## src/ucf_pkg.sv

```systemverilog
// Constants, register map and state types of the UART framing and flow control block.
package ucf_pkg;

	// ---------------------------------------------------------------
	// Clock and register map
	// ---------------------------------------------------------------
	localparam int         CLK_HZ          = 20_000_000;
	// Register indices; the byte address on the bus is four times the index.
	localparam logic [5:0] IDX_UART_ON     = 6'h01;
	localparam logic [5:0] IDX_DIVISOR     = 6'h04;
	localparam logic [5:0] IDX_SEND_PAT    = 6'h07;
	localparam logic [5:0] IDX_RECV_PAT    = 6'h09;
	localparam logic [5:0] IDX_FRAME_SHAPE = 6'h0b;
	localparam logic [5:0] IDX_HANDSHAKE   = 6'h0c;
	localparam logic [5:0] IDX_RESUME      = 6'h10;
	localparam logic [5:0] IDX_PAUSE       = 6'h11;
	localparam logic [5:0] IDX_PIN_MODE    = 6'h1a;
	localparam logic [5:0] IDX_STATUS      = 6'h20;
	localparam logic [5:0] IDX_TX_DATA     = 6'h21;
	localparam logic [5:0] IDX_RX_DATA     = 6'h22;
	localparam logic [5:0] IDX_NODE_ADDR   = 6'h23;

	// ---------------------------------------------------------------
	// Field positions, codes and reset values
	// ---------------------------------------------------------------
	localparam int         FS_STOP_BIT     = 7;
	localparam int         HM_HALF_DUPLEX  = 3;
	localparam int         ST_ERR_LSB      = 5;
	localparam logic [3:0] WL_7            = 4'h7;
	localparam logic [3:0] WL_8            = 4'h8;
	localparam logic [3:0] WL_9            = 4'h9;
	localparam logic [2:0] PAR_NONE        = 3'h0;
	localparam logic [2:0] PAR_ODD         = 3'h1;
	localparam logic [2:0] PAR_EVEN        = 3'h2;
	localparam logic [2:0] PAR_MARK        = 3'h3;
	localparam logic [2:0] PAR_SPACE       = 3'h4;
	localparam logic [2:0] HM_NONE         = 3'h0;
	localparam logic [2:0] HM_HW           = 3'h1;
	localparam logic [2:0] HM_SW           = 3'h2;
	localparam logic [2:0] HM_ADDR_RX      = 3'h3;
	localparam logic [2:0] HM_ADDR_RXTX    = 3'h4;
	localparam logic [2:0] PM_RTS_CTS      = 3'h1;
	localparam logic [2:0] PM_DTR_DSR      = 3'h2;
	localparam logic [18:0] RST_DIVISOR    = 19'h000ae;
	localparam logic [7:0] RST_FRAME_SHAPE = 8'h08;

	typedef enum logic [0:0] {TX_IDLE, TX_SHIFT} ucf_tx_e;
	typedef enum logic [1:0] {RX_IDLE, RX_START, RX_DATA} ucf_rx_e;

endpackage

```

## src/ucf_top.sv

```systemverilog
// UART channel with character framing, fractional baud timing and flow control.
//
// Decided for this implementation: the register offsets and register access over APB.
`timescale 1ns/10ps
`default_nettype none

module ucf_top
	import ucf_pkg::*;
#(
	parameter int QDEPTH = 2
) (
	// Clock and reset
	input  wire logic        clk_sys,
	input  wire logic        rst_n,
	// APB slave
	input  wire logic        psel,
	input  wire logic        penable,
	input  wire logic        pwrite,
	input  wire logic [7:0]  paddr,
	input  wire logic [31:0] pwdata,
	output logic      [31:0] prdata,
	output logic             pready,
	output logic             pslverr,
	// Serial line
	input  wire logic        rxd,
	output logic             txd,
	// General pins (three-signal form)
	input  wire logic [5:0]  general_pin_in,
	output logic      [5:0]  general_pin_out,
	output logic      [5:0]  general_pin_oe
);

	localparam int QAW = $clog2(QDEPTH);

	// ---------------------------------------------------------------
	// Helper functions
	// ---------------------------------------------------------------
	// word length decode
	function automatic logic [3:0] word_len(input logic [3:0] code);
		// Reserved codes fall back to eight bits.
		word_len = (code == WL_7 || code == WL_9) ? code : WL_8;
	endfunction

	// one bit period, stretched by the fraction pattern
	function automatic logic [19:0] bit_time(input logic [18:0] dv, input logic [15:0] pat,
	                                         input logic [3:0] idx);
		bit_time = {1'b0, dv} + {19'h00000, pat[idx]};
	endfunction

	// parity value for the given word
	function automatic logic par_val(input logic [8:0] d, input logic [2:0] mode);
		unique case (mode)
			PAR_ODD:   par_val = ~(^d);
			PAR_EVEN:  par_val = ^d;
			PAR_MARK:  par_val = 1'b1;
			default:   par_val = 1'b0;
		endcase
	endfunction

	// ---------------------------------------------------------------
	// Declarations
	// ---------------------------------------------------------------
	logic [1:0]  on_reg, on_next;
	logic [18:0] div_reg, div_next;
	logic [15:0] spat_reg, spat_next, rpat_reg, rpat_next;
	logic [7:0]  frame_shape_reg, frame_shape_next, handshake_mode_reg, handshake_mode_next;
	logic [7:0]  resume_char_reg, resume_char_next, pause_char_reg, pause_char_next;
	logic [7:0]  node_reg, node_next;
	logic [2:0]  pin_mode_reg, pin_mode_next, err_reg, err_next;
	logic        paused_reg, paused_next, matched_reg, matched_next;
	logic        pready_reg, pready_next, pslverr_reg, pslverr_next;
	logic [31:0] prdata_reg, prdata_next;
	logic [5:0]  gp_out_reg, gp_out_next, gp_oe_reg, gp_oe_next;
	logic [8:0]  tq_mem [QDEPTH], rq_mem [QDEPTH];
	logic [QAW-1:0] tq_wp_reg, tq_wp_next, tq_rp_reg, tq_rp_next;
	logic [QAW-1:0] rq_wp_reg, rq_wp_next, rq_rp_reg, rq_rp_next;
	logic [QAW:0]   tq_cnt_reg, tq_cnt_next, rq_cnt_reg, rq_cnt_next;
	logic        tq_push, rq_pop;
	logic [1:0]  rxd_sync_reg, gp2_sync_reg, gp4_sync_reg;
	logic [3:0]  nd;
	logic        pe, two_stop, half_dup, cts_off, tx_busy;
	logic [3:0]  nbits;
	logic [5:0]  idx;
	logic        acc;
	// Transmit engine
	ucf_tx_e     tx_st_reg, tx_st_next;
	logic [11:0] tx_sh_reg, tx_sh_next;
	logic [3:0]  tx_bits_reg, tx_bits_next, tx_bi_reg, tx_bi_next;
	logic [19:0] tx_cnt_reg, tx_cnt_next;
	logic        txd_reg, txd_next, tq_pop;
	// Receive engine
	ucf_rx_e     rx_st_reg, rx_st_next;
	logic [11:0] rx_sh_reg, rx_sh_next, rx_full;
	logic [3:0]  rx_bits_reg, rx_bits_next, rx_bi_reg, rx_bi_next;
	logic [19:0] rx_cnt_reg, rx_cnt_next;
	logic        rq_push, err_frm, err_par, err_ovr, pause_hit, resume_hit;
	logic        match_hit, match_miss;
	logic [8:0]  rx_word;

	// ---------------------------------------------------------------
	// Input synchronisers and framing decode
	// ---------------------------------------------------------------
	always_ff @(posedge clk_sys or negedge rst_n) begin
		if (!rst_n) begin
			rxd_sync_reg <= 2'h3;
			gp2_sync_reg <= 2'h3;
			gp4_sync_reg <= 2'h3;
		end else begin
			rxd_sync_reg <= {rxd_sync_reg[0], rxd};
			gp2_sync_reg <= {gp2_sync_reg[0], general_pin_in[2]};
			gp4_sync_reg <= {gp4_sync_reg[0], general_pin_in[4]};
		end
	end

	always_comb begin
		nd       = word_len(frame_shape_reg[3:0]);
		// no parity bit with nine-bit words
		pe       = (nd != WL_9) && (frame_shape_reg[6:4] != PAR_NONE);
		two_stop = frame_shape_reg[FS_STOP_BIT];
		nbits    = nd + {3'h0, pe} + {3'h0, two_stop} + 4'h1;
		half_dup = handshake_mode_reg[HM_HALF_DUPLEX];
		tx_busy  = (tx_st_reg == TX_SHIFT);
		// clear-to-send or set-ready input, active low
		cts_off  = (pin_mode_reg == PM_RTS_CTS) ? gp4_sync_reg[1] :
		           (pin_mode_reg == PM_DTR_DSR) ? gp2_sync_reg[1] : 1'b0;
	end

	// ---------------------------------------------------------------
	// Register file, bus slave, buffers and flow state
	// ---------------------------------------------------------------
	always_comb begin
		on_next             = on_reg;
		div_next            = div_reg;
		spat_next           = spat_reg;
		rpat_next           = rpat_reg;
		frame_shape_next    = frame_shape_reg;
		handshake_mode_next = handshake_mode_reg;
		resume_char_next    = resume_char_reg;
		pause_char_next     = pause_char_reg;
		node_next           = node_reg;
		pin_mode_next       = pin_mode_reg;
		err_next            = err_reg;
		paused_next         = paused_reg;
		matched_next        = matched_reg;
		prdata_next         = prdata_reg;
		pslverr_next        = 1'b0;
		tq_push             = 1'b0;
		rq_pop              = 1'b0;
		idx                 = paddr[7:2];
		acc                 = psel && penable && pready_reg;
		// A write to a full transmit buffer holds pready low until a word leaves.
		pready_next = psel && penable && !pready_reg &&
		              !(pwrite && idx == IDX_TX_DATA && tq_cnt_reg == QDEPTH[QAW:0]);
		if (pready_next) begin
			prdata_next = 32'h00000000;
			unique case (idx)
				IDX_UART_ON:     prdata_next[1:0]  = on_reg;
				IDX_DIVISOR:     prdata_next[18:0] = div_reg;
				IDX_SEND_PAT:    prdata_next[15:0] = spat_reg;
				IDX_RECV_PAT:    prdata_next[15:0] = rpat_reg;
				IDX_FRAME_SHAPE: prdata_next[7:0]  = frame_shape_reg;
				IDX_HANDSHAKE:   prdata_next[7:0]  = handshake_mode_reg;
				IDX_RESUME:      prdata_next[7:0]  = resume_char_reg;
				IDX_PAUSE:       prdata_next[7:0]  = pause_char_reg;
				IDX_PIN_MODE:    prdata_next[2:0]  = pin_mode_reg;
				IDX_NODE_ADDR:   prdata_next[7:0]  = node_reg;
				IDX_STATUS:      prdata_next[7:0]  = {err_reg, matched_reg, paused_reg,
				                                      rq_cnt_reg != '0,
				                                      tq_cnt_reg == QDEPTH[QAW:0], tx_busy};
				IDX_RX_DATA:     prdata_next[8:0]  = (rq_cnt_reg != '0) ? rq_mem[rq_rp_reg]
				                                                       : 9'h000;
				IDX_TX_DATA:     prdata_next       = 32'h00000000;
				default:         pslverr_next      = 1'b1;
			endcase
		end
		if (acc && pwrite) begin
			unique case (idx)
				IDX_UART_ON:     on_next          = pwdata[1:0];
				IDX_DIVISOR:     div_next         = pwdata[18:0];
				IDX_SEND_PAT:    spat_next        = pwdata[15:0];
				IDX_RECV_PAT:    rpat_next        = pwdata[15:0];
				IDX_FRAME_SHAPE: begin
					frame_shape_next = pwdata[7:0];
					// parity field held while nine-bit words are in force
					if (frame_shape_reg[3:0] == WL_9) begin
						frame_shape_next[6:4] = frame_shape_reg[6:4];
					end
				end
				// handshake mode changes are taken only while the channel is off
				IDX_HANDSHAKE:   if (on_reg == 2'h0) handshake_mode_next = {4'h0, pwdata[3:0]};
				IDX_RESUME:      resume_char_next = pwdata[7:0];
				IDX_PAUSE:       pause_char_next  = pwdata[7:0];
				IDX_PIN_MODE:    pin_mode_next    = pwdata[2:0];
				IDX_NODE_ADDR:   node_next        = pwdata[7:0];
				IDX_STATUS:      err_next         = err_reg & ~pwdata[7:ST_ERR_LSB];
				IDX_TX_DATA:     tq_push          = 1'b1;
				default:         ;
			endcase
		end
		if (acc && !pwrite && idx == IDX_RX_DATA && rq_cnt_reg != '0) begin
			rq_pop = 1'b1;
		end
		// Error events win over a clear in the same cycle.
		err_next = err_next | {err_ovr, err_par, err_frm};
		if (resume_hit) begin
			paused_next = 1'b0;
		end
		if (pause_hit) begin
			paused_next = 1'b1;
		end
		if (match_hit) begin
			matched_next = 1'b1;
		end else if (match_miss) begin
			matched_next = 1'b0;
		end
		tq_wp_next  = tq_push ? tq_wp_reg + 1'b1 : tq_wp_reg;
		tq_rp_next  = tq_pop  ? tq_rp_reg + 1'b1 : tq_rp_reg;
		tq_cnt_next = tq_cnt_reg + {{QAW{1'b0}}, tq_push} - {{QAW{1'b0}}, tq_pop};
		rq_wp_next  = rq_push ? rq_wp_reg + 1'b1 : rq_wp_reg;
		rq_rp_next  = rq_pop  ? rq_rp_reg + 1'b1 : rq_rp_reg;
		rq_cnt_next = rq_cnt_reg + {{QAW{1'b0}}, rq_push} - {{QAW{1'b0}}, rq_pop};
		// request output tells the far end to stop while receive space is gone
		gp_out_next = 6'h00;
		gp_oe_next  = 6'h00;
		if (handshake_mode_reg[2:0] == HM_HW) begin
			// route the request output by pin mode
			if (pin_mode_reg == PM_RTS_CTS) begin
				gp_oe_next[5]  = 1'b1;
				gp_out_next[5] = (rq_cnt_reg == QDEPTH[QAW:0]);
			end else if (pin_mode_reg == PM_DTR_DSR) begin
				gp_oe_next[3]  = 1'b1;
				gp_out_next[3] = (rq_cnt_reg == QDEPTH[QAW:0]);
			end
		end
	end

	always_ff @(posedge clk_sys or negedge rst_n) begin
		if (!rst_n) begin
			on_reg             <= 2'h0;
			div_reg            <= RST_DIVISOR;
			spat_reg           <= 16'h0000;
			rpat_reg           <= 16'h0000;
			frame_shape_reg    <= RST_FRAME_SHAPE;
			handshake_mode_reg <= 8'h00;
			resume_char_reg    <= 8'h00;
			pause_char_reg     <= 8'h00;
			node_reg           <= 8'h00;
			pin_mode_reg       <= 3'h0;
			err_reg            <= 3'h0;
			paused_reg         <= 1'b0;
			matched_reg        <= 1'b0;
			pready_reg         <= 1'b0;
			pslverr_reg        <= 1'b0;
			prdata_reg         <= 32'h00000000;
			gp_out_reg         <= 6'h00;
			gp_oe_reg          <= 6'h00;
			tq_wp_reg          <= '0;
			tq_rp_reg          <= '0;
			tq_cnt_reg         <= '0;
			rq_wp_reg          <= '0;
			rq_rp_reg          <= '0;
			rq_cnt_reg         <= '0;
		end else begin
			on_reg             <= on_next;
			div_reg            <= div_next;
			spat_reg           <= spat_next;
			rpat_reg           <= rpat_next;
			frame_shape_reg    <= frame_shape_next;
			handshake_mode_reg <= handshake_mode_next;
			resume_char_reg    <= resume_char_next;
			pause_char_reg     <= pause_char_next;
			node_reg           <= node_next;
			pin_mode_reg       <= pin_mode_next;
			err_reg            <= err_next;
			paused_reg         <= paused_next;
			matched_reg        <= matched_next;
			pready_reg         <= pready_next;
			pslverr_reg        <= pslverr_next;
			prdata_reg         <= prdata_next;
			gp_out_reg         <= gp_out_next;
			gp_oe_reg          <= gp_oe_next;
			tq_wp_reg          <= tq_wp_next;
			tq_rp_reg          <= tq_rp_next;
			tq_cnt_reg         <= tq_cnt_next;
			rq_wp_reg          <= rq_wp_next;
			rq_rp_reg          <= rq_rp_next;
			rq_cnt_reg         <= rq_cnt_next;
		end
	end

	// Buffer storage needs no reset; the counts guard every read.
	always_ff @(posedge clk_sys) begin
		if (tq_push) begin
			tq_mem[tq_wp_reg] <= pwdata[8:0];
		end
		if (rq_push) begin
			rq_mem[rq_wp_reg] <= rx_word;
		end
	end

	// ---------------------------------------------------------------
	// Transmit engine
	// ---------------------------------------------------------------
	always_comb begin
		logic [8:0] d;
		d            = 9'h000;
		tx_st_next   = tx_st_reg;
		tx_sh_next   = tx_sh_reg;
		tx_bits_next = tx_bits_reg;
		tx_bi_next   = tx_bi_reg;
		tx_cnt_next  = tx_cnt_reg;
		txd_next     = txd_reg;
		tq_pop       = 1'b0;
		unique case (tx_st_reg)
			TX_IDLE: begin
				txd_next = 1'b1;
				if (on_reg[0] && tq_cnt_reg != '0 &&
				    !(handshake_mode_reg[2:0] == HM_SW && paused_reg) &&
				    !(handshake_mode_reg[2:0] == HM_HW && cts_off) &&
				    !(handshake_mode_reg[2:0] == HM_ADDR_RXTX && !matched_reg)) begin
					tq_pop = 1'b1;
					d      = tq_mem[tq_rp_reg];
					if (nd == WL_7) d[8:7] = 2'h0;
					if (nd == WL_8) d[8]   = 1'b0;
					// Stop bits are the ones above the word and parity.
					tx_sh_next = {3'h7, d};
					if (nd == WL_7) tx_sh_next[8:7] = 2'h3;
					if (nd == WL_8) tx_sh_next[8]   = 1'b1;
					// parity bit placed right after the data
					if (pe) tx_sh_next[nd] = par_val(d, frame_shape_reg[6:4]);
					tx_bits_next = nbits;
					tx_bi_next   = 4'h0;
					tx_cnt_next  = bit_time(div_reg, spat_reg, 4'h0);
					txd_next     = 1'b0;
					tx_st_next   = TX_SHIFT;
				end
			end
			TX_SHIFT: begin
				if (tx_cnt_reg > 20'h00001) begin
					tx_cnt_next = tx_cnt_reg - 20'h00001;
				end else if (tx_bits_reg == 4'h0) begin
					txd_next   = 1'b1;
					tx_st_next = TX_IDLE;
				end else begin
					txd_next     = tx_sh_reg[0];
					tx_sh_next   = {1'b1, tx_sh_reg[11:1]};
					tx_bits_next = tx_bits_reg - 4'h1;
					tx_bi_next   = tx_bi_reg + 4'h1;
					tx_cnt_next  = bit_time(div_reg, spat_reg, tx_bi_reg + 4'h1);
				end
			end
		endcase
	end

	always_ff @(posedge clk_sys or negedge rst_n) begin
		if (!rst_n) begin
			tx_st_reg   <= TX_IDLE;
			tx_sh_reg   <= 12'hfff;
			tx_bits_reg <= 4'h0;
			tx_bi_reg   <= 4'h0;
			tx_cnt_reg  <= 20'h00000;
			txd_reg     <= 1'b1;
		end else begin
			tx_st_reg   <= tx_st_next;
			tx_sh_reg   <= tx_sh_next;
			tx_bits_reg <= tx_bits_next;
			tx_bi_reg   <= tx_bi_next;
			tx_cnt_reg  <= tx_cnt_next;
			txd_reg     <= txd_next;
		end
	end

	// ---------------------------------------------------------------
	// Receive engine
	// ---------------------------------------------------------------
	always_comb begin
		logic done;
		logic store;
		done         = 1'b0;
		store        = 1'b0;
		rx_st_next   = rx_st_reg;
		rx_sh_next   = rx_sh_reg;
		rx_bits_next = rx_bits_reg;
		rx_bi_next   = rx_bi_reg;
		rx_cnt_next  = rx_cnt_reg;
		rq_push      = 1'b0;
		err_frm      = 1'b0;
		err_par      = 1'b0;
		err_ovr      = 1'b0;
		pause_hit    = 1'b0;
		resume_hit   = 1'b0;
		match_hit    = 1'b0;
		match_miss   = 1'b0;
		rx_full      = {rxd_sync_reg[1], rx_sh_reg[11:1]} >> (4'd12 - nbits);
		rx_word      = rx_full[8:0];
		if (nd == WL_7) rx_word[8:7] = 2'h0;
		if (nd == WL_8) rx_word[8]   = 1'b0;
		unique case (rx_st_reg)
			RX_IDLE: begin
				// line ignored while sending in half-duplex
				if (on_reg[1] && !rxd_sync_reg[1] && !(half_dup && tx_busy)) begin
					rx_cnt_next = {1'b0, div_reg >> 1};
					rx_st_next  = RX_START;
				end
			end
			RX_START: begin
				if (rx_cnt_reg > 20'h00001) begin
					rx_cnt_next = rx_cnt_reg - 20'h00001;
				end else if (rxd_sync_reg[1]) begin
					rx_st_next = RX_IDLE;
				end else begin
					rx_bits_next = nbits;
					rx_bi_next   = 4'h0;
					rx_cnt_next  = bit_time(div_reg, rpat_reg, 4'h0);
					rx_st_next   = RX_DATA;
				end
			end
			RX_DATA: begin
				if (half_dup && tx_busy) begin
					// a character cut by our own transmission is dropped
					rx_st_next = RX_IDLE;
				end else if (rx_cnt_reg > 20'h00001) begin
					rx_cnt_next = rx_cnt_reg - 20'h00001;
				end else begin
					rx_sh_next   = {rxd_sync_reg[1], rx_sh_reg[11:1]};
					rx_bits_next = rx_bits_reg - 4'h1;
					rx_bi_next   = rx_bi_reg + 4'h1;
					rx_cnt_next  = bit_time(div_reg, rpat_reg, rx_bi_reg + 4'h1);
					if (rx_bits_reg == 4'h1) begin
						done       = 1'b1;
						rx_st_next = RX_IDLE;
					end
				end
			end
			default: rx_st_next = RX_IDLE;
		endcase
		if (done) begin
			// every expected stop bit is checked
			err_frm = !rx_full[nd + {3'h0, pe}] ||
			          (two_stop && !rx_full[nd + {3'h0, pe} + 4'h1]);
			err_par = pe && (rx_full[nd] != par_val(rx_word, frame_shape_reg[6:4]));
			store   = 1'b1;
			unique case (handshake_mode_reg[2:0])
				HM_SW: begin
					if (rx_word[7:0] == pause_char_reg) begin
						pause_hit = 1'b1;
						store     = 1'b0;
					end else if (rx_word[7:0] == resume_char_reg) begin
						resume_hit = 1'b1;
						store      = 1'b0;
					end
				end
				HM_ADDR_RX, HM_ADDR_RXTX: begin
					// ninth bit marks an address character
					if (nd == WL_9 && rx_word[8]) begin
						match_hit  = (rx_word[7:0] == node_reg);
						match_miss = !match_hit;
						store      = 1'b0;
					end else begin
						store = matched_reg;
					end
				end
				default: store = 1'b1;
			endcase
			if (store) begin
				rq_push = (rq_cnt_reg != QDEPTH[QAW:0]) || rq_pop;
				err_ovr = !rq_push;
			end
		end
	end

	always_ff @(posedge clk_sys or negedge rst_n) begin
		if (!rst_n) begin
			rx_st_reg   <= RX_IDLE;
			rx_sh_reg   <= 12'h000;
			rx_bits_reg <= 4'h0;
			rx_bi_reg   <= 4'h0;
			rx_cnt_reg  <= 20'h00000;
		end else begin
			rx_st_reg   <= rx_st_next;
			rx_sh_reg   <= rx_sh_next;
			rx_bits_reg <= rx_bits_next;
			rx_bi_reg   <= rx_bi_next;
			rx_cnt_reg  <= rx_cnt_next;
		end
	end

	// ---------------------------------------------------------------
	// Outputs
	// ---------------------------------------------------------------
	assign prdata          = prdata_reg;
	assign pready          = pready_reg;
	assign pslverr         = pslverr_reg;
	assign txd             = txd_reg;
	assign general_pin_out = gp_out_reg;
	assign general_pin_oe  = gp_oe_reg;

endmodule

`default_nettype wire

```

## config.mk

```make
export PLATFORM = sky130hd
export DESIGN_NAME = ucf_top
export DESIGN_NICKNAME = d
export VERILOG_FILES = /design/src/ucf_pkg.sv /design/src/ucf_top.sv
export SDC_FILE = /design/constraint.sdc
export NUM_CORES = 1
export LEC_CHECK = 0
export BUFFER_PORTS_ARGS = -buffer_cell sky130_fd_sc_hd__clkbuf_2
export CAP_MARGIN = 20
export CORE_ASPECT_RATIO = 2
export CORE_MARGIN = 1.5
export CORE_UTILIZATION = 45
export CTS_CLUSTER_DIAMETER = 150
export DETAILED_ROUTE_END_ITERATION = 6
export GPL_ROUTABILITY_DRIVEN = 1
export PLACE_DENSITY = 0.63
export SYNTH_ARGS = -nofsm -noshare
export SYNTH_HDL_FRONTEND = slang
export SYNTH_SLANG_ARGS = --single-unit
```

## constraint.sdc

```tcl
create_clock -name clk_sys -period 9.73 [get_ports clk_sys]
set_input_delay 0 -clock clk_sys [delete_from_list [all_inputs] [get_ports clk_sys]]
set_output_delay 0 -clock clk_sys [all_outputs]
set_load 0.05 [all_outputs]
```

### Word-level counts from Yosys, hierarchy flattened

Memories as Yosys holds them, arrays and structs flattened.
Index checks and enable logic that the tools add are counted.

| operators by class | value |
|---|---|
| add/subtract/negate cells | 23 |
| order comparisons | 8 |
| equality and inequality tests | 50 |
| shifts and indexed selects | 1 |
| mux-type cells | 145 |
| bitwise operators | 9 |
| reductions and logical operators | 72 |

Operators by type and width:

| kind | number |
|---|---|
| two-way mux 20 bit | 8 |
| adder 19 x 1 -> 20 bit | 4 |
| two-way mux 1 bit | 76 |
| two-way mux 4 bit | 15 |
| one-hot mux 20 bit (3 select lines) | 1 |
| one-hot mux 5 bit (10 select lines) | 1 |
| two-way mux 12 bit | 4 |
| greater-than comparator 20 x 1 -> 1 bit (second input constant) | 2 |
| one-hot mux 20 bit (2 select lines) | 1 |
| subtractor 20 x 1 -> 20 bit (second input constant) | 2 |
| one-hot mux 4 bit (2 select lines) | 4 |
| two-way mux 2 bit | 13 |
| logical AND 1 bit | 25 |
| < comparator 4 x 5 -> 1 bit (second input constant) | 5 |
| == test 6 bit (second input constant) | 4 |
| == test 8 bit | 3 |
| one-hot mux 12 bit (2 select lines) | 1 |
| one-hot mux 2 bit (12 select lines) | 1 |
| one-hot mux 7 bit (3 select lines) | 1 |
| binary-select mux 1 bit (select 4 bit) | 5 |
| AND reduction 2 bit | 10 |
| == test 6 x 4 -> 1 bit (second input constant) | 3 |
| == test 6 x 5 -> 1 bit (second input constant) | 3 |
| inequality test 2 bit (second input constant) | 9 |
| other kinds (47) | 107 |

| word-level totals | value |
|---|---|
| register bits | 220 |
| memory bits (writable) | 36 |
| input port bits | 52 |
| output and inout port bits | 47 |
| logic and storage cells | 349 |
| memories kept | 2 |

Memories:

| memory | depth | width | rd ports | clocked after memory_dff | wr ports | line | text |
|---|---|---|---|---|---|---|---|
| rq_mem | 2 | 9 | 1 | 0 | 1 | ucf_top.sv:74 | `logic [8:0] tq_mem [QDEPTH], rq_mem [QDEPTH];` |
| tq_mem | 2 | 9 | 1 | 0 | 1 | ucf_top.sv:74 |  |

### Logic depth before layout (Yosys ltp)

Gate-level depths: netlist of the first run.

| depth | value |
|---|---|
| depth after elaboration | 22 |
| depth in mapped cells | 28 |
| mapped depth without buffers | 24 |

### Worst setup path before layout of the first run

Ideal clock, no wire load.

| path | value |
|---|---|
| path type | register to register |
| start point | register frame_shape_reg[3] |
| end point | register rq_cnt_reg[1] |
| library setup time | 80 ps |
| arrival | 5782 ps |
| data required time | 9650 ps |
| setup slack | 3868 ps |
| stages on the path, launching flop included | 28 |
| buffers on the path | 3 |
| period minus slack after synthesis | 5862 ps |
| cells stage by stage | dfstp_2 nor4bb_1 nor2_1 ha_1 inv_1 ha_1 inv_1 ha_1 inv_1 ha_1 buf_2 mux2_2 mux2i_1 nor2_2 a21oi_2 nor3_1 or2_1 buf_2 xor2_1 or4_1 a31oi_1 or3_1 buf_4 ha_1 inv_1 ha_1 xnor2_1 xnor2_1 |

| between the ends | value |
|---|---|
| elaborated cells on any way between the ends | 28 |
| those cells by class | 6 x add/sub; 8 x eq/ne; 1 x shift; 10 x mux; 3 x reduce/logical |

RTL lines:

| element | line | text |
|---|---|---|
| start, declared | ucf_top.sv:66 | `logic [7:0] frame_shape_reg, frame_shape_next, handshake_mode_reg, handshake_mode_next;` |
| start signal, assigned | ucf_top.sv:268 | `frame_shape_reg <= frame_shape_next;` |
| == test 4 x 3 -> 1 bit or == test 4 bit (tied branches) | ucf_top.sv:41 | `word_len = (code == WL_7 \|\| code == WL_9) ? code : WL_8;` |
| logical OR 1 bit | ucf_top.sv:41 |  |
| two-way mux 4 bit * | ucf_top.sv:41 |  |
| inequality test 4 bit | ucf_top.sv:118 | `pe = (nd != WL_9) && (frame_shape_reg[6:4] != PAR_NONE);` |
| logical AND 1 bit | ucf_top.sv:118 |  |
| adder 4 x 1 -> 4 bit * (3 in a row) | ucf_top.sv:120 | `nbits = nd + {3'h0, pe} + {3'h0, two_stop} + 4'h1;` |
| subtractor 4 bit * | ucf_top.sv:394 | `rx_full = {rxd_sync_reg[1], rx_sh_reg[11:1]} >> (4'd12 - nbits);` |
| right shift 12 x 4 -> 12 bit * | ucf_top.sv:394 |  |
| named net rx_full[0] | ucf_top.sv:93 | `logic [11:0] rx_sh_reg, rx_sh_next, rx_full;` |
| [... 2 more ...] | - |  |
| two-way mux 1 bit * | ucf_top.sv:445 | `if (rx_word[7:0] == pause_char_reg) begin` |
| one-hot mux 1 bit (2 select lines) * | ucf_top.sv:443 | `unique case (handshake_mode_reg[2:0])` |
| two-way mux 1 bit * | ucf_top.sv:437 | `if (done) begin` |
| two-way mux 1 bit * | ucf_top.sv:465 | `if (store) begin` |
| two-way mux 1 bit * | ucf_top.sv:437 |  |
| adder 2 x 1 -> 2 bit * | ucf_top.sv:221 | `rq_cnt_next = rq_cnt_reg + {{QAW{1'b0}}, rq_push} - {{QAW{1'b0}}, rq_pop};` |
| subtractor 2 x 1 -> 2 bit * | ucf_top.sv:221 |  |
| named net rq_cnt_next[1] | ucf_top.sv:77 | `logic [QAW:0] tq_cnt_reg, tq_cnt_next, rq_cnt_reg, rq_cnt_next;` |
| end signal, assigned | ucf_top.sv:287 | `rq_cnt_reg <= rq_cnt_next;` |
| end, declared | ucf_top.sv:77 |  |

Mark *: on every way through the listed nets, which the timed path passes. The rest lies on a longest branch. The select of a mux whose other input is x is not followed.
A chain may end at the register's enable or synchronous reset.

### Worst setup path in the final report of the first run

| path | value |
|---|---|
| start point | register frame_shape_reg[3] |
| end point | register rq_cnt_reg[1] |

| between the ends | value |
|---|---|
| cells in the longest elaborated chain, start to end | 20 |
| elaborated cells on any way between the ends | 28 |
| those cells by class | 6 x add/sub; 8 x eq/ne; 1 x shift; 10 x mux; 3 x reduce/logical |

RTL lines:

| element | line |
|---|---|
| == test 4 x 3 -> 1 bit or == test 4 bit (tied branches) | ucf_top.sv:41 |
| logical OR 1 bit | ucf_top.sv:41 |
| two-way mux 4 bit * | ucf_top.sv:41 |
| inequality test 4 bit | ucf_top.sv:118 |
| logical AND 1 bit | ucf_top.sv:118 |
| adder 4 x 1 -> 4 bit (3 in a row) | ucf_top.sv:120 |
| subtractor 4 bit | ucf_top.sv:394 |
| right shift 12 x 4 -> 12 bit | ucf_top.sv:394 |
| [... 3 more ...] | - |
| two-way mux 1 bit, on equally long branches | ucf_top.sv:445, ucf_top.sv:455 |
| one-hot mux 1 bit (2 select lines) * | ucf_top.sv:443 |
| two-way mux 1 bit * | ucf_top.sv:437 |
| two-way mux 1 bit * | ucf_top.sv:465 |
| two-way mux 1 bit * | ucf_top.sv:437 |
| adder 2 x 1 -> 2 bit * | ucf_top.sv:221 |
| subtractor 2 x 1 -> 2 bit * | ucf_top.sv:221 |
| named net rq_cnt_next[1] | ucf_top.sv:77 |

Marked as above.

==> results of run 1 <==
[cell usage in the layout, fill, tap and decap left out, types with 9 or more instances in the layout]
cell type,netlist,routed
a31oi_1,23,23
and3_1,19,19
dfstp_2,25,25
o21ai_0,159,159
nand4_1,15,15
a221oi_1,19,19
inv_1,39,39
nand2_1,196,196
and2_1,9,9
nor4_1,14,10
mux4_2,15,15
nor2b_1,13,13
dlygate4sd3_1,0,28
clkbuf_1,84,10
mux2_2,110,110
o221ai_1,9,9
conb_1,1,21
dfrtp_1,194,194
nand3_1,55,55
ha_1,31,31
clkbuf_16,0,25
buf_4,24,23
nor3_1,30,29
nor2_1,132,132
a21oi_1,86,86
edfxtp_1,36,36
o211ai_1,11,11
xor2_1,36,36
a22o_1,13,13
a222oi_1,11,11
xnor2_1,68,68
mux2i_1,39,39
clkbuf_2,0,57
o22ai_1,9,9
a22oi_1,17,17
or3_1,14,14
[final cells by class]
class | instances | area [um2]
timing repair buffer | 109 | 753
clock buffer | 37 | 691
clock inverter | 8 | 62.6
inverter | 45 | 169
multi-input combinational | 1282 | 8660
sequential | 255 | 6590
tap | 445 | 557
fill | 3260 | 17500
[worst paths after layout]
| kind | from | end | slack (ps) | depth (start not counted) |
|---|---|---|---|---|
| max in group asynchronous | rst_n | prdata[17]$_DFFE_PN0P_ | 8290 | 3 |
| max | frame_shape_reg[3]$_DFFE_PN1P_ | rq_cnt_reg[1]$_DFF_PN0_ | 2320 | 22 |
| min | rst_n | tx_cnt_reg[6]$_DFFE_PN0P_ | 20 | 2 |
| max reg2reg | frame_shape_reg[3]$_DFFE_PN1P_ | rq_cnt_reg[1]$_DFF_PN0_ | 2320 | 22 |
| min reg2reg | rxd_sync_reg[0]$_DFF_PN1_ | rxd_sync_reg[1]$_DFF_PN1_ | 350 | 0 |
| min in group clk_sys | paddr[4] | on_reg[1]$_DFFE_PN0P_ | 50 | 4 |
[power groups by stage]
stage	clock, mW	sequential [mW]	combinational (mW)
after floorplan	0	1.22	0.577
after detailed placement	0	1.23	0.776
after global routing	0.977	1.23	0.881
final	0.932	1.22	0.789
after global placement	0	1.23	0.758
after CTS	0.944	1.21	0.788
[what timing repair did]
action                    CTS  global route
hold buffers               28             0
hold endpoints to repair  147             0
buffers inserted            0             0
[per-layer routing]
metal	up-vias	part of all wire	global-route usage
li1	6151	-	-
met1	6586	0.33	0.271
met2	434	0.54	0.511
met3	202	0.036	0.0284
met4	0	0.093	0.226
met5	-	0	0
[cell families (layout without fill, tap and decap cells)]
kind of cell / count (synthesis) / in the layout / share of synthesized area
adder cells (fa/ha/maj): 31 / 31 / 0.0244
flip-flops: 255 / 255 / 0.415
AND/OR/NAND/NOR: 542 / 542 / 0.160
multiplexers: 167 / 167 / 0.126
buffers and inverters: 171 / 199 / 0.0470
XOR/XNOR: 108 / 108 / 0.0637
other: 1 / 21 / 0.000236
AO/OA/AOI/OAI: 413 / 413 / 0.163
[per-stage QoR]
stage / util / setup slack, ps / std cells / instance area (um2)
final: 0.500 / 2320 / 2181 / 17500
after global routing: 0.500 / 1830 / 2181 / 17500
after CTS: 0.500 / 2310 / 2181 / 17500
after detailed placement: 0.471 / 2330 / 2108 / 16500
after global placement: 0.471 / 2460 / 2108 / 16500
after floorplan: - / 3870 / 1708 / 16000
==> impl_results.html, run 1 <==
<table>
<tr><th>Metric</th><th>Value</th></tr>
<tr><th colspan="2">Run status</th></tr>
<tr><td>Result of the run</td><td>finished, final reports clean</td></tr>
<tr><th colspan="2">Routing</th></tr>
<tr><td>Detail-routed net length per standard cell</td><td>~23 um</td></tr>
<tr><td>Total vias in the final route</td><td>13.4k</td></tr>
<tr><td>DRC violation total after the first TritonRoute iteration</td><td>1037</td></tr>
<tr><td>ANT nets after route</td><td>0</td></tr>
<tr><td>Final WL</td><td>49400 um</td></tr>
<tr><td>Residual DRC count</td><td>0</td></tr>
<tr><td>Number of vias per cell after detailed routing</td><td>slightly above 6</td></tr>
<tr><td>Iteration count of the initial detailed-routing pass</td><td>7</td></tr>
<tr><th colspan="2">STA</th></tr>
<tr><td>Worst hold slack</td><td>between 20 and 25 ps</td></tr>
<tr><td>Slew at the pin with the worst max-slew slack</td><td>about 1100 ps</td></tr>
<tr><td>Hold Vio Cnt, Final</td><td>0</td></tr>
<tr><td>Post-layout minimum cycle time</td><td>between 7000 and 8000 ps</td></tr>
<tr><td>Share of the clock period used by the worst path</td><td>0.762</td></tr>
<tr><td>Count of final setup violators</td><td>0</td></tr>
<tr><td>Setup TNS after final layout</td><td>0 ps</td></tr>
<tr><td>Slew Viols, Final</td><td>0</td></tr>
<tr><td>Max Clock Freq</td><td>about 130 MHz</td></tr>
<tr><td>Relative slew slack</td><td>0.238</td></tr>
<tr><td>Unrepaired setup endpoints after global routing</td><td>false</td></tr>
<tr><td>Max Clock Skew</td><td>33.1 ps</td></tr>
<tr><th colspan="2">Setup path</th></tr>
<tr><td>Endpoint type of the worst setup path</td><td>flip-flop</td></tr>
<tr><td>Signal arrival time at the worst endpoint</td><td>7900 ps</td></tr>
<tr><td>Slowest stage cell, crit path</td><td>ha_1</td></tr>
<tr><td>Most used cell along the critical path</td><td>ha_1</td></tr>
<tr><td>Ordered cell list for the critical path</td><td>nor4bb_1, buf_4, nor2_1, ha_1, inv_1, ha_1, ha_1, mux2_2, mux2i_1, nor2_2, a21oi_2, nor3_1, or2_1, xor2_1, or4_1, a31oi_1, or3_1, ha_1, inv_1, ha_1, xnor2_1, xnor2_1</td></tr>
<tr><td>Worst Path Required</td><td>just over 10000 ps</td></tr>
<tr><td>Type of element launching the critical path</td><td>flip-flop</td></tr>
<tr><td>Longest individual stage delay on the worst path</td><td>~1100 ps</td></tr>
<tr><td>Number of buffer and inverter stages on the critical path</td><td>3</td></tr>
<tr><td>Kind of cell adding the most delay to the critical path</td><td>adder cells</td></tr>
<tr><td>Critical Setup Path Class</td><td>reg2reg</td></tr>
<tr><td>Critical-path maximum fanout</td><td>24</td></tr>
<tr><th colspan="2">Layout</th></tr>
<tr><td>Net count of the finished layout</td><td>approximately 1.8k</td></tr>
<tr><td>Antenna diode instance count</td><td>0</td></tr>
<tr><td>Area Growth Syn to Fin</td><td>10.0%</td></tr>
<tr><td>Share of post-route cells with drive strength above 1</td><td>0.164</td></tr>
<tr><th colspan="2">Logic synthesis</th></tr>
<tr><td>Combined area of all synthesized cells</td><td>15900 um2</td></tr>
<tr><td>Most used standard cell by instance count after synthesis</td><td>nand2_1</td></tr>
<tr><td>Warning count from the yosys run</td><td>0</td></tr>
<tr><td>Most instantiated flip-flop cell in the synthesis netlist</td><td>dfrtp_1</td></tr>
<tr><td>Commonest cells in the synthesized netlist</td><td>nand2_1 (196), dfrtp_1 (194), o21ai_0 (159)</td></tr>
<tr><td>Portion of the post-synthesis area used by sequential elements</td><td>0.415</td></tr>
<tr><td>Cell type with the highest aggregate area in the netlist</td><td>dfrtp_1</td></tr>
<tr><td>Distinct cell type count of the synthesized netlist</td><td>77</td></tr>
<tr><td>Leading post-synthesis cells by cell area</td><td>dfrtp_1 (31%), mux2_2 (7.8%), edfxtp_1 (6.8%)</td></tr>
<tr><td>Mean cell area of the mapped netlist</td><td>9.41 um2</td></tr>
<tr><td>Post-synth EDFFs</td><td>36</td></tr>
<tr><td>Share of async-settable or async-resettable flops after synthesis</td><td>0.859</td></tr>
<tr><td>Synthesized instance count</td><td>approximately 1.7k</td></tr>
<tr><td>Number of synthesized register bits</td><td>approximately 260</td></tr>
<tr><td>Share of the synthesized area in the top cell type</td><td>0.306</td></tr>
<tr><th colspan="2">Die</th></tr>
<tr><td>Die outline width</td><td>about 140 um</td></tr>
<tr><td>Core Rows</td><td>97</td></tr>
<tr><td>Starting Density</td><td>0.455</td></tr>
<tr><td>Die outline area</td><td>36500 um2</td></tr>
<tr><td>Die Height</td><td>roughly 270 um</td></tr>
<tr><td>Area of the core</td><td>~35000 um2</td></tr>
<tr><td>Count of boundary I/O pins</td><td>99</td></tr>
<tr><th colspan="2">Power</th></tr>
<tr><td>Gate power share</td><td>0.268</td></tr>
<tr><td>Clock group share of total power</td><td>0.317</td></tr>
<tr><td>Cell-internal power</td><td>around 1.9 mW</td></tr>
<tr><td>Pleak</td><td>between 7 and 8 nW</td></tr>
<tr><td>Power per cell area</td><td>168 nW/um2</td></tr>
<tr><td>Sequential group share of total power</td><td>0.414</td></tr>
<tr><td>Net switching fraction of the power</td><td>0.346</td></tr>
<tr><td>Sw Pwr</td><td>1.02 mW</td></tr>
<tr><td>Total chip power</td><td>2.94 mW</td></tr>
<tr><td>Highest ir drop seen on vdd</td><td>roughly 0.12 mV</td></tr>
<tr><th colspan="2">Clock tree</th></tr>
<tr><td>CTS HTree Levels</td><td>1</td></tr>
<tr><td>CTS tree</td><td>done</td></tr>
<tr><td>Clock tree root buffer cell</td><td>clkbuf_16</td></tr>
<tr><td>Total of cells resized after clock tree synthesis</td><td>0</td></tr>
<tr><td>Clock tree sinks</td><td>roughly 260</td></tr>
<tr><td>Total clock buffers created by CTS</td><td>25</td></tr>
<tr><td>Clock input transition at the sequential cells of the worst setup and hold paths</td><td>roughly 70 ps</td></tr>
<tr><td>Maximum clock path buffer count</td><td>3</td></tr>
<tr><td>Worst-Skew Late Latency</td><td>between 500 and 600 ps</td></tr>
<tr><th colspan="2">Placement</th></tr>
<tr><td>HPWL after detailed placement</td><td>approximately 37000 um</td></tr>
<tr><td>Global placement routability congestion</td><td>0.956</td></tr>
<tr><td>Port bufs</td><td>just under 60</td></tr>
<tr><th colspan="2">Global route</th></tr>
<tr><td>Initial antenna violation count</td><td>1</td></tr>
<tr><td>Global-route wire length before repair</td><td>76100 um</td></tr>
<tr><td>GR Util All Layers</td><td>0.275</td></tr>
<tr><td>Grt ovf</td><td>0</td></tr>
<tr><td>Maximum number of pins on one net before global-route repair</td><td>76</td></tr>
<tr><td>Via count of the first global-routing pass</td><td>about 14k</td></tr>
<tr><th colspan="2">Min path</th></tr>
<tr><td>Class of the most critical hold timing path</td><td>in2async</td></tr>
<tr><th colspan="2">Job</th></tr>
<tr><td>Number of max-capacitance violations reported</td><td>0</td></tr>
</table>
Power figures use the tool's default switching activity.
==> inputs of run 2 (changes only) <==
- clock period: 9.73 -> 6.9 ns (I/O delays scaled with it)
==> run 2 against run 1 <==
- the flow now finishes with violations (hold timing)
- clock-buffer cell count is 3 lower
- critical path depth rose by 2
- global-route usage rose by 0.051 points
- sequential share of layout area down 0.51 points
- clock power rose by 51%
- power grew 45%
- register-to-register slack worse by 1700 ps
- flip-flop and latch count unchanged
- via count grew 0.73%
- combinational power rose by 43%
- critical endpoint unchanged
==> impl_results.html, run 2 (synthesis gave the netlist of run 1 again) <==
<table>
<tr><th>Metric</th><th>Value</th></tr>
<tr><th colspan="2">Setup path</th></tr>
<tr><td>Endpoint type of the worst setup path</td><td>flip-flop</td></tr>
<tr><td>Longest individual stage delay on the worst path</td><td>570 ps (-480 ps)</td></tr>
<tr><td>Critical-path maximum fanout</td><td>17 (-29%)</td></tr>
<tr><td>Most used cell along the critical path</td><td>ha_1</td></tr>
<tr><td>Type of element launching the critical path</td><td>flip-flop</td></tr>
<tr><td>Critical Setup Path Class</td><td>reg2reg</td></tr>
<tr><td>Ordered cell list for the critical path</td><td>nor4bb_1, nor2_1, ha_1, ha_1, ha_1, inv_1, ha_1, buf_4, mux2_2, mux2i_1, buf_4, nor2_2, a21oi_2, nor3_1, or2_1, xor2_1, or4_1, a31oi_1, or3_1, ha_1, inv_1, ha_1, xnor2_1, xnor2_1</td></tr>
<tr><td>Worst Path Required</td><td>7380 ps (-2840 ps)</td></tr>
<tr><td>Signal arrival time at the worst endpoint</td><td>6810 ps (-1090 ps)</td></tr>
<tr><td>Slowest stage cell, crit path</td><td>dfstp_2</td></tr>
<tr><th colspan="2">Die</th></tr>
<tr><td>Starting Density</td><td>0.455 (unchanged)</td></tr>
<tr><td>Die outline width</td><td>136 um (unchanged)</td></tr>
<tr><td>Die outline area</td><td>36500 um2 (unchanged)</td></tr>
<tr><td>Die Height</td><td>269 um (unchanged)</td></tr>
<tr><td>Count of boundary I/O pins</td><td>99 (unchanged)</td></tr>
<tr><td>Core Rows</td><td>97 (unchanged)</td></tr>
<tr><td>Area of the core</td><td>35000 um2 (unchanged)</td></tr>
<tr><th colspan="2">STA</th></tr>
<tr><td>Count of final setup violators</td><td>0 (unchanged)</td></tr>
<tr><td>Unrepaired setup endpoints after global routing</td><td>false</td></tr>
<tr><td>Share of the clock period used by the worst path</td><td>0.918 (+0.156)</td></tr>
<tr><td>Max Clock Skew</td><td>31.4 ps (-1.69 ps)</td></tr>
<tr><td>Slew at the pin with the worst max-slew slack</td><td>1170 ps (+41.1 ps)</td></tr>
<tr><td>Relative slew slack</td><td>0.210 (-0.0283)</td></tr>
<tr><td>Max Clock Freq</td><td>158 MHz (+17%)</td></tr>
<tr><td>Hold Vio Cnt, Final</td><td>1 (+1)</td></tr>
<tr><td>Setup TNS after final layout</td><td>0 ps (unchanged)</td></tr>
<tr><td>Slew Viols, Final</td><td>0 (unchanged)</td></tr>
<tr><td>Final Worst Setup Slack</td><td>569 ps (-1750 ps)</td></tr>
<tr><td>Post-layout minimum cycle time</td><td>6330 ps (-1080 ps)</td></tr>
<tr><td>Worst hold slack</td><td>-7.08 ps (-29.0 ps)</td></tr>
<tr><th colspan="2">Global route</th></tr>
<tr><td>Initial antenna violation count</td><td>0 (-1)</td></tr>
<tr><td>Maximum number of pins on one net before global-route repair</td><td>81 (+6.6%)</td></tr>
<tr><td>Grt ovf</td><td>0 (unchanged)</td></tr>
<tr><td>Via count of the first global-routing pass</td><td>13.5k (-0.69%)</td></tr>
<tr><td>GR Util All Layers</td><td>0.276 (+0.000506)</td></tr>
<tr><td>Global-route wire length before repair</td><td>75900 um (-0.21%)</td></tr>
<tr><th colspan="2">Clock tree</th></tr>
<tr><td>Clock input transition at the sequential cells of the worst setup and hold paths</td><td>70 ps (about the same)</td></tr>
<tr><td>Clock tree root buffer cell</td><td>clkbuf_16</td></tr>
<tr><td>Clock tree sinks</td><td>255 (unchanged)</td></tr>
<tr><td>CTS tree</td><td>done</td></tr>
<tr><td>Worst-Skew Late Latency</td><td>570 ps (about the same)</td></tr>
<tr><td>Total clock buffers created by CTS</td><td>26 (+4.0%)</td></tr>
<tr><td>Maximum clock path buffer count</td><td>3 (unchanged)</td></tr>
<tr><td>CTS HTree Levels</td><td>1 (unchanged)</td></tr>
<tr><td>Total of cells resized after clock tree synthesis</td><td>0 (unchanged)</td></tr>
<tr><th colspan="2">Layout</th></tr>
<tr><td>Commonest cells after routing, fill and taps aside</td><td>nand2_1 (196), dfrtp_1 (194), o21ai_0 (159)</td></tr>
<tr><td>Most common cell after layout, fill and taps aside</td><td>nand2_1</td></tr>
<tr><td>Final Instance Count excl. Fillers</td><td>2202 (+0.96%)</td></tr>
<tr><td>Antenna diode instance count</td><td>0 (unchanged)</td></tr>
<tr><td>Filler cell count in the final layout</td><td>3254 (-0.18%)</td></tr>
<tr><td>Area Growth Syn to Fin</td><td>11.6%</td></tr>
<tr><td>Share of post-route cells with drive strength above 1</td><td>0.174 (+0.00999)</td></tr>
<tr><td>Net count of the finished layout</td><td>1820 (+1.1%)</td></tr>
<tr><th colspan="2">Routing</th></tr>
<tr><td>Number of vias per cell after detailed routing</td><td>6.12 (-0.23%)</td></tr>
<tr><td>Iteration count of the initial detailed-routing pass</td><td>5 (-2)</td></tr>
<tr><td>Detail-routed net length per standard cell</td><td>22.7 um (+0.18%)</td></tr>
<tr><td>Total vias in the final route</td><td>13.5k (+0.73%)</td></tr>
<tr><td>DRC violation total after the first TritonRoute iteration</td><td>952 (-8.2%)</td></tr>
<tr><td>Final WL</td><td>49900 um (+1.1%)</td></tr>
<tr><td>ANT nets after route</td><td>0 (unchanged)</td></tr>
<tr><td>Residual DRC count</td><td>0 (unchanged)</td></tr>
<tr><th colspan="2">Run status</th></tr>
<tr><td>Failing checks</td><td>hold timing</td></tr>
<tr><td>Result of the run</td><td>complete, but fails checks</td></tr>
<tr><th colspan="2">Placement</th></tr>
<tr><td>Port bufs</td><td>58 (unchanged)</td></tr>
<tr><td>Pre-CTS setup slack</td><td>595 ps (-1730 ps)</td></tr>
<tr><td>Instance count after placement with tap cells included</td><td>2124 (+0.76%)</td></tr>
<tr><td>HPWL after detailed placement</td><td>37200 um (+1.4%)</td></tr>
<tr><td>Global placement routability congestion</td><td>0.958 (+0.26%)</td></tr>
<tr><th colspan="2">Power</th></tr>
<tr><td>Total chip power</td><td>4.25 mW (+45%)</td></tr>
<tr><td>Highest ir drop seen on vdd</td><td>0.209 mV (+74%)</td></tr>
<tr><td>Power per cell area</td><td>240 nW/um2 (+43%)</td></tr>
<tr><td>Pleak</td><td>7.58 nW (+1.9%)</td></tr>
<tr><th colspan="2">Min path</th></tr>
<tr><td>Class of the most critical hold timing path</td><td>in2reg</td></tr>
<tr><th colspan="2">Job</th></tr>
<tr><td>Number of max-capacitance violations reported</td><td>0 (unchanged)</td></tr>
</table>
## run 2: final cells by class
type	instances	area (um2)	area share
Tap cell	445	557	0.0314
Inverter	45	169	0.00953
Clock buffer	34	701	0.0395
Multi-Input combinational cell	1282	8660	0.489
Sequential cell	255	6590	0.372
Timing Repair Buffer	127	908	0.0512
Clock inverter	14	139	0.00784
## run 2: final timing paths
path | start | to | slack (ps) | depth (start not counted)
hold reg to reg | gp4_sync_reg[0]$_DFF_PN1_ | gp4_sync_reg[1]$_DFF_PN1_ | 360 | 0
setup reg to reg | frame_shape_reg[3]$_DFFE_PN1P_ | rq_cnt_reg[1]$_DFF_PN0_ | 570 | 24
setup / recovery | frame_shape_reg[3]$_DFFE_PN1P_ | rq_cnt_reg[1]$_DFF_PN0_ | 570 | 24
max in group asynchronous | rst_n | frame_shape_reg[1]$_DFFE_PN0P_ | 5520 | 3
hold / removal | psel | node_reg[2]$_DFFE_PN0P_ | -7 | 4
min in group asynchronous | rst_n | tx_cnt_reg[6]$_DFFE_PN0P_ | 20 | 2
## run 2: worst max-delay path, delay by kind of cell (launching register included)
kind,cells,cell delay [ps]
compound gates,2,470
xor+xnor,3,450
flops,1,570
mux,2,510
fa+ha+maj,6,1790
simple gates,7,1890
buf+inv,4,590
## run 2: per-stage QoR
| stage | hold slack (ps) | cell area [um2] | util |
|---|---|---|---|
| final | -7.08 | 17700 | 0.507 |
| after detailed placement | 25.9 | 16600 | 0.474 |
| after global placement | 28.2 | 16600 | 0.474 |
| after floorplan | -296 | 16000 | - |
| after CTS | 41.3 | 17700 | 0.506 |
| after global routing | 20.9 | 17700 | 0.507 |
## run 2: report_power, final
part	total [mW]	leakage (nW)	internal (mW)	switching, mW
combinational	1.13	3.90	0.398	0.729
clock	1.41	0.406	0.795	0.617
sequential	1.71	3.28	1.62	0.0990
## run 2: routing by layer
layer,track usage,vias up,part of all wire
li1,-,6197,-
met1,0.259,6629,0.33
met2,0.518,425,0.54
met3,0.0395,220,0.042
met4,0.225,0,0.093
met5,0,-,0
## run 2: repair_timing
| action | 4_1_cts | 5_1_grt |
|---|---|---|
| hold buffers | 28 | 0 |
| endpoints found under the hold margin | 131 | 0 |
| setup buffers | 0 | 0 |
| setup endpoints to repair | 0 | 0 |
==> inputs of run 3 (changes only) <==
- CORE_UTILIZATION: 45 -> 50
- PLACE_DENSITY: 0.63 -> 0.69
==> run 3 against run 2 <==
- the flow now finishes without violations
- power fell by 0.91%
- die area fell by 9.8%
- final area fell by 0.45%
- cell count fell by 1.1%
==> impl_results.html, run 3 (synthesis gave the netlist of run 1 again) <==
<table>
<tr><th>Metric</th><th>Value</th></tr>
<tr><th colspan="2">Clock tree</th></tr>
<tr><td>Total clock buffers created by CTS</td><td>24 (-7.7%)</td></tr>
<tr><td>Worst-Skew Late Latency</td><td>560 ps (about the same)</td></tr>
<tr><td>CTS HTree Levels</td><td>1 (unchanged)</td></tr>
<tr><td>CTS tree</td><td>done</td></tr>
<tr><td>Maximum clock path buffer count</td><td>3 (unchanged)</td></tr>
<tr><td>Clock input transition at the sequential cells of the worst setup and hold paths</td><td>70 ps (about the same)</td></tr>
<tr><td>Clock tree root buffer cell</td><td>clkbuf_16</td></tr>
<tr><td>Clock tree sinks</td><td>255 (unchanged)</td></tr>
<tr><th colspan="2">STA</th></tr>
<tr><td>Relative slew slack</td><td>0.299 (+0.0898)</td></tr>
<tr><td>Slew at the pin with the worst max-slew slack</td><td>1040 ps (-133 ps)</td></tr>
<tr><td>Setup TNS after final layout</td><td>0 ps (unchanged)</td></tr>
<tr><td>Hold Vio Cnt, Final</td><td>0 (-1)</td></tr>
<tr><td>Post-layout minimum cycle time</td><td>6290 ps (-43.8 ps)</td></tr>
<tr><td>Max Clock Freq</td><td>159 MHz (+0.70%)</td></tr>
<tr><td>Final Worst Setup Slack</td><td>613 ps (+43.8 ps)</td></tr>
<tr><td>Share of the clock period used by the worst path</td><td>0.911 (-0.00635)</td></tr>
<tr><td>Slew Viols, Final</td><td>0 (unchanged)</td></tr>
<tr><td>Max Clock Skew</td><td>27.6 ps (-3.80 ps)</td></tr>
<tr><td>Count of final setup violators</td><td>0 (unchanged)</td></tr>
<tr><td>Unrepaired setup endpoints after global routing</td><td>false</td></tr>
<tr><th colspan="2">Power</th></tr>
<tr><td>Pleak</td><td>7.58 nW (about the same)</td></tr>
<tr><td>Sw Pwr</td><td>1.44 mW (-0.58%)</td></tr>
<tr><td>Net switching fraction of the power</td><td>0.341 (+0.00111)</td></tr>
<tr><td>Power per cell area</td><td>239 nW/um2 (-0.46%)</td></tr>
<tr><td>Total chip power</td><td>4.21 mW (-0.91%)</td></tr>
<tr><td>Sequential group share of total power</td><td>0.406 (+0.003)</td></tr>
<tr><td>Cell-internal power</td><td>2.78 mW (-1.1%)</td></tr>
<tr><td>Highest ir drop seen on vdd</td><td>0.180 mV (-14%)</td></tr>
<tr><td>Gate power share</td><td>0.266 (about the same)</td></tr>
<tr><td>Clock group share of total power</td><td>0.328 (-0.004)</td></tr>
<tr><th colspan="2">Setup path</th></tr>
<tr><td>Kind of cell adding the most delay to the critical path</td><td>simple AND/OR/NAND/NOR gates</td></tr>
<tr><td>Type of element launching the critical path</td><td>flip-flop</td></tr>
<tr><td>Reg2Reg Capture Point</td><td>rq_cnt_reg[1]$_DFF_PN0_</td></tr>
<tr><td>Critical Setup Path Class</td><td>reg2reg</td></tr>
<tr><td>Number of buffer and inverter stages on the critical path</td><td>6 (+2)</td></tr>
<tr><td>First element of the critical path</td><td>frame_shape_reg[3]$_DFFE_PN1P_</td></tr>
<tr><td>Most used cell along the critical path</td><td>ha_1</td></tr>
<tr><td>Endpoint type of the worst setup path</td><td>flip-flop</td></tr>
<tr><td>Critical-path maximum fanout</td><td>17 (unchanged)</td></tr>
<tr><td>R2r setup slk</td><td>610 ps (+40 ps)</td></tr>
<tr><td>Reg-to-reg startpoint</td><td>frame_shape_reg[3]$_DFFE_PN1P_</td></tr>
<tr><td>Reg2Reg Depth</td><td>26 (+8.3%)</td></tr>
<tr><td>Slowest stage cell, crit path</td><td>or4_1</td></tr>
<tr><td>Termination of the worst setup path</td><td>rq_cnt_reg[1]$_DFF_PN0_</td></tr>
<tr><td>Worst Path Required</td><td>7380 ps (about the same)</td></tr>
<tr><td>Number of cells on the critical path</td><td>26 (+8.3%)</td></tr>
<tr><td>Signal arrival time at the worst endpoint</td><td>6760 ps (-50 ps)</td></tr>
<tr><td>Longest individual stage delay on the worst path</td><td>590 ps (+20 ps)</td></tr>
<tr><th colspan="2">Global route</th></tr>
<tr><td>Initial antenna violation count</td><td>0 (unchanged)</td></tr>
<tr><td>Global-route wire length before repair</td><td>76000 um (about the same)</td></tr>
<tr><td>GR Util All Layers</td><td>0.305 (+0.0290)</td></tr>
<tr><td>Maximum number of pins on one net before global-route repair</td><td>90 (+11%)</td></tr>
<tr><td>Via count of the first global-routing pass</td><td>13.9k (+2.9%)</td></tr>
<tr><td>Grt ovf</td><td>0 (unchanged)</td></tr>
<tr><th colspan="2">Layout</th></tr>
<tr><td>Filler cell count in the final layout</td><td>2794 (-14%)</td></tr>
<tr><td>Sequential cell area</td><td>6590 um2 (unchanged)</td></tr>
<tr><td>Final std cell area, no fill</td><td>17600 um2 (-0.45%)</td></tr>
<tr><td>Footprint of the multi-input gates</td><td>8650 um2 (-0.14%)</td></tr>
<tr><td>Antenna diode instance count</td><td>0 (unchanged)</td></tr>
<tr><td>Most common cell after layout, fill and taps aside</td><td>nand2_1</td></tr>
<tr><td>Area Growth Syn to Fin</td><td>11.1%</td></tr>
<tr><td>Commonest cells after routing, fill and taps aside</td><td>nand2_1 (196), dfrtp_1 (194), o21ai_0 (159)</td></tr>
<tr><td>Net count of the finished layout</td><td>1819 (-0.055%)</td></tr>
<tr><td>Finished Core Util</td><td>0.562 (+0.0544)</td></tr>
<tr><td>Share of post-route cells with drive strength above 1</td><td>0.176 (+0.00144)</td></tr>
<tr><th colspan="2">Routing</th></tr>
<tr><td>Number of vias per cell after detailed routing</td><td>6.27 (+2.4%)</td></tr>
<tr><td>DRC violation total after the first TritonRoute iteration</td><td>940 (-1.3%)</td></tr>
<tr><td>Final WL</td><td>49400 um (-1.1%)</td></tr>
<tr><td>Detail-routed net length per standard cell</td><td>22.7 um (about the same)</td></tr>
<tr><td>ANT nets after route</td><td>0 (unchanged)</td></tr>
<tr><td>Iteration count of the initial detailed-routing pass</td><td>6 (+1)</td></tr>
<tr><td>Total vias in the final route</td><td>13.6k (+1.3%)</td></tr>
<tr><td>Residual DRC count</td><td>0 (unchanged)</td></tr>
<tr><th colspan="2">Placement</th></tr>
<tr><td>Port bufs</td><td>58 (unchanged)</td></tr>
<tr><td>Placed Area</td><td>16600 um2 (-0.11%)</td></tr>
<tr><td>Pre-CTS setup slack</td><td>644 ps (+48.5 ps)</td></tr>
<tr><td>HPWL after detailed placement</td><td>36500 um (-2.0%)</td></tr>
<tr><td>Global placement routability congestion</td><td>0.959 (about the same)</td></tr>
<tr><th colspan="2">Min path</th></tr>
<tr><td>Class of the most critical hold timing path</td><td>in2async</td></tr>
<tr><th colspan="2">Job</th></tr>
<tr><td>Number of max-capacitance violations reported</td><td>0 (unchanged)</td></tr>
<tr><th colspan="2">Die</th></tr>
<tr><td>Die outline area</td><td>32900 um2 (-9.8%)</td></tr>
<tr><td>Count of boundary I/O pins</td><td>99 (unchanged)</td></tr>
<tr><td>Die outline width</td><td>129 um (-5.0%)</td></tr>
<tr><td>Area of the core</td><td>31400 um2 (-10%)</td></tr>
<tr><td>Core Rows</td><td>92 (-5.2%)</td></tr>
<tr><td>Die Height</td><td>255 um (-5.1%)</td></tr>
<tr><td>Starting Density</td><td>0.506 (+0.0510)</td></tr>
<tr><th colspan="2">Run status</th></tr>
<tr><td>Result of the run</td><td>finished, final reports clean</td></tr>
</table>
run 3: cell count changes in the layout (fill, tap and decap cells not counted), sizes merged:
cell | before | now
clkinv | 15 | 12
buf | 41 | 43
bufinv | 2 | 1
clkbuf | 92 | 91
run 3: layout make-up:
cell class / instances / area share
Inverter: 45 / 0.00957
Clock inverter: 10 / 0.00581
Tap cell: 423 / 0.0300
Clock buffer: 34 / 0.0402
Multi-Input combinational cell: 1282 / 0.490
Sequential cell: 255 / 0.374
Timing Repair Buffer: 128 / 0.0508
run 3: worst min-delay path by stage:
stage	slack [ps]	depth (start not counted)	startpoint	to
floorplan	-300	0	rst_n	div_reg[0]$_DFFE_PN0P_
global placement	70	1	rst_n	rx_sh_reg[11]$_DFFE_PN0P_
detailed placement	70	1	rst_n	rx_sh_reg[11]$_DFFE_PN0P_
CTS	40	4	paddr[4]	on_reg[1]$_DFFE_PN0P_
global route	80	2	rxd	rxd_sync_reg[0]$_DFF_PN1_
finish	60	2	rst_n	rx_sh_reg[11]$_DFFE_PN0P_
run 3: stage by stage:
step | hold WS, ps | cells
floorplan | -296 | 1708
global placement | 72.7 | 2105
detailed placement | 74.8 | 2105
CTS | 36.1 | 2177
global route | 77.1 | 2177
finish | 57.3 | 2177
run 3: power groups by stage:
stage / combinational [mW] / sequential [mW] / clock [mW]
after floorplan: 0.814 / 1.72 / 0
after CTS: 1.11 / 1.71 / 1.41
after detailed placement: 1.10 / 1.74 / 0
after global routing: 1.24 / 1.73 / 1.46
after global placement: 1.07 / 1.74 / 0
final: 1.12 / 1.71 / 1.38
run 3: what timing repair did:
action | 4_1_cts | 5_1_grt
gates resized for setup | 0 | 0
hold endpoints to repair | 147 | 0
hold buffers | 28 | 0
setup buffers | 0 | 0
endpoints found under the setup margin | 0 | 0
run 3: layer usage:
metal  part of all wire  up-vias  routed length [um]  GRT usage
met3              0.044      243                2170     0.0364
li1                   -     6186                   -          -
met2               0.53      525               26100      0.558
met1               0.33     6690               16300      0.296
met5                  0        -                   0          0
met4              0.098        0                4840      0.269
run 3: worst register-to-register path: cells and delay by family, from the launching register on:
family / cells / cell delay (ps)
xor gates and xnor gates: 3 / 430
muxes: 2 / 500
buffers and inverters: 6 / 820
AOI/OAI and AO/OA: 2 / 390
and+or+nand+nor: 7 / 1880
DFF: 1 / 570
adders and majority gates: 6 / 1650
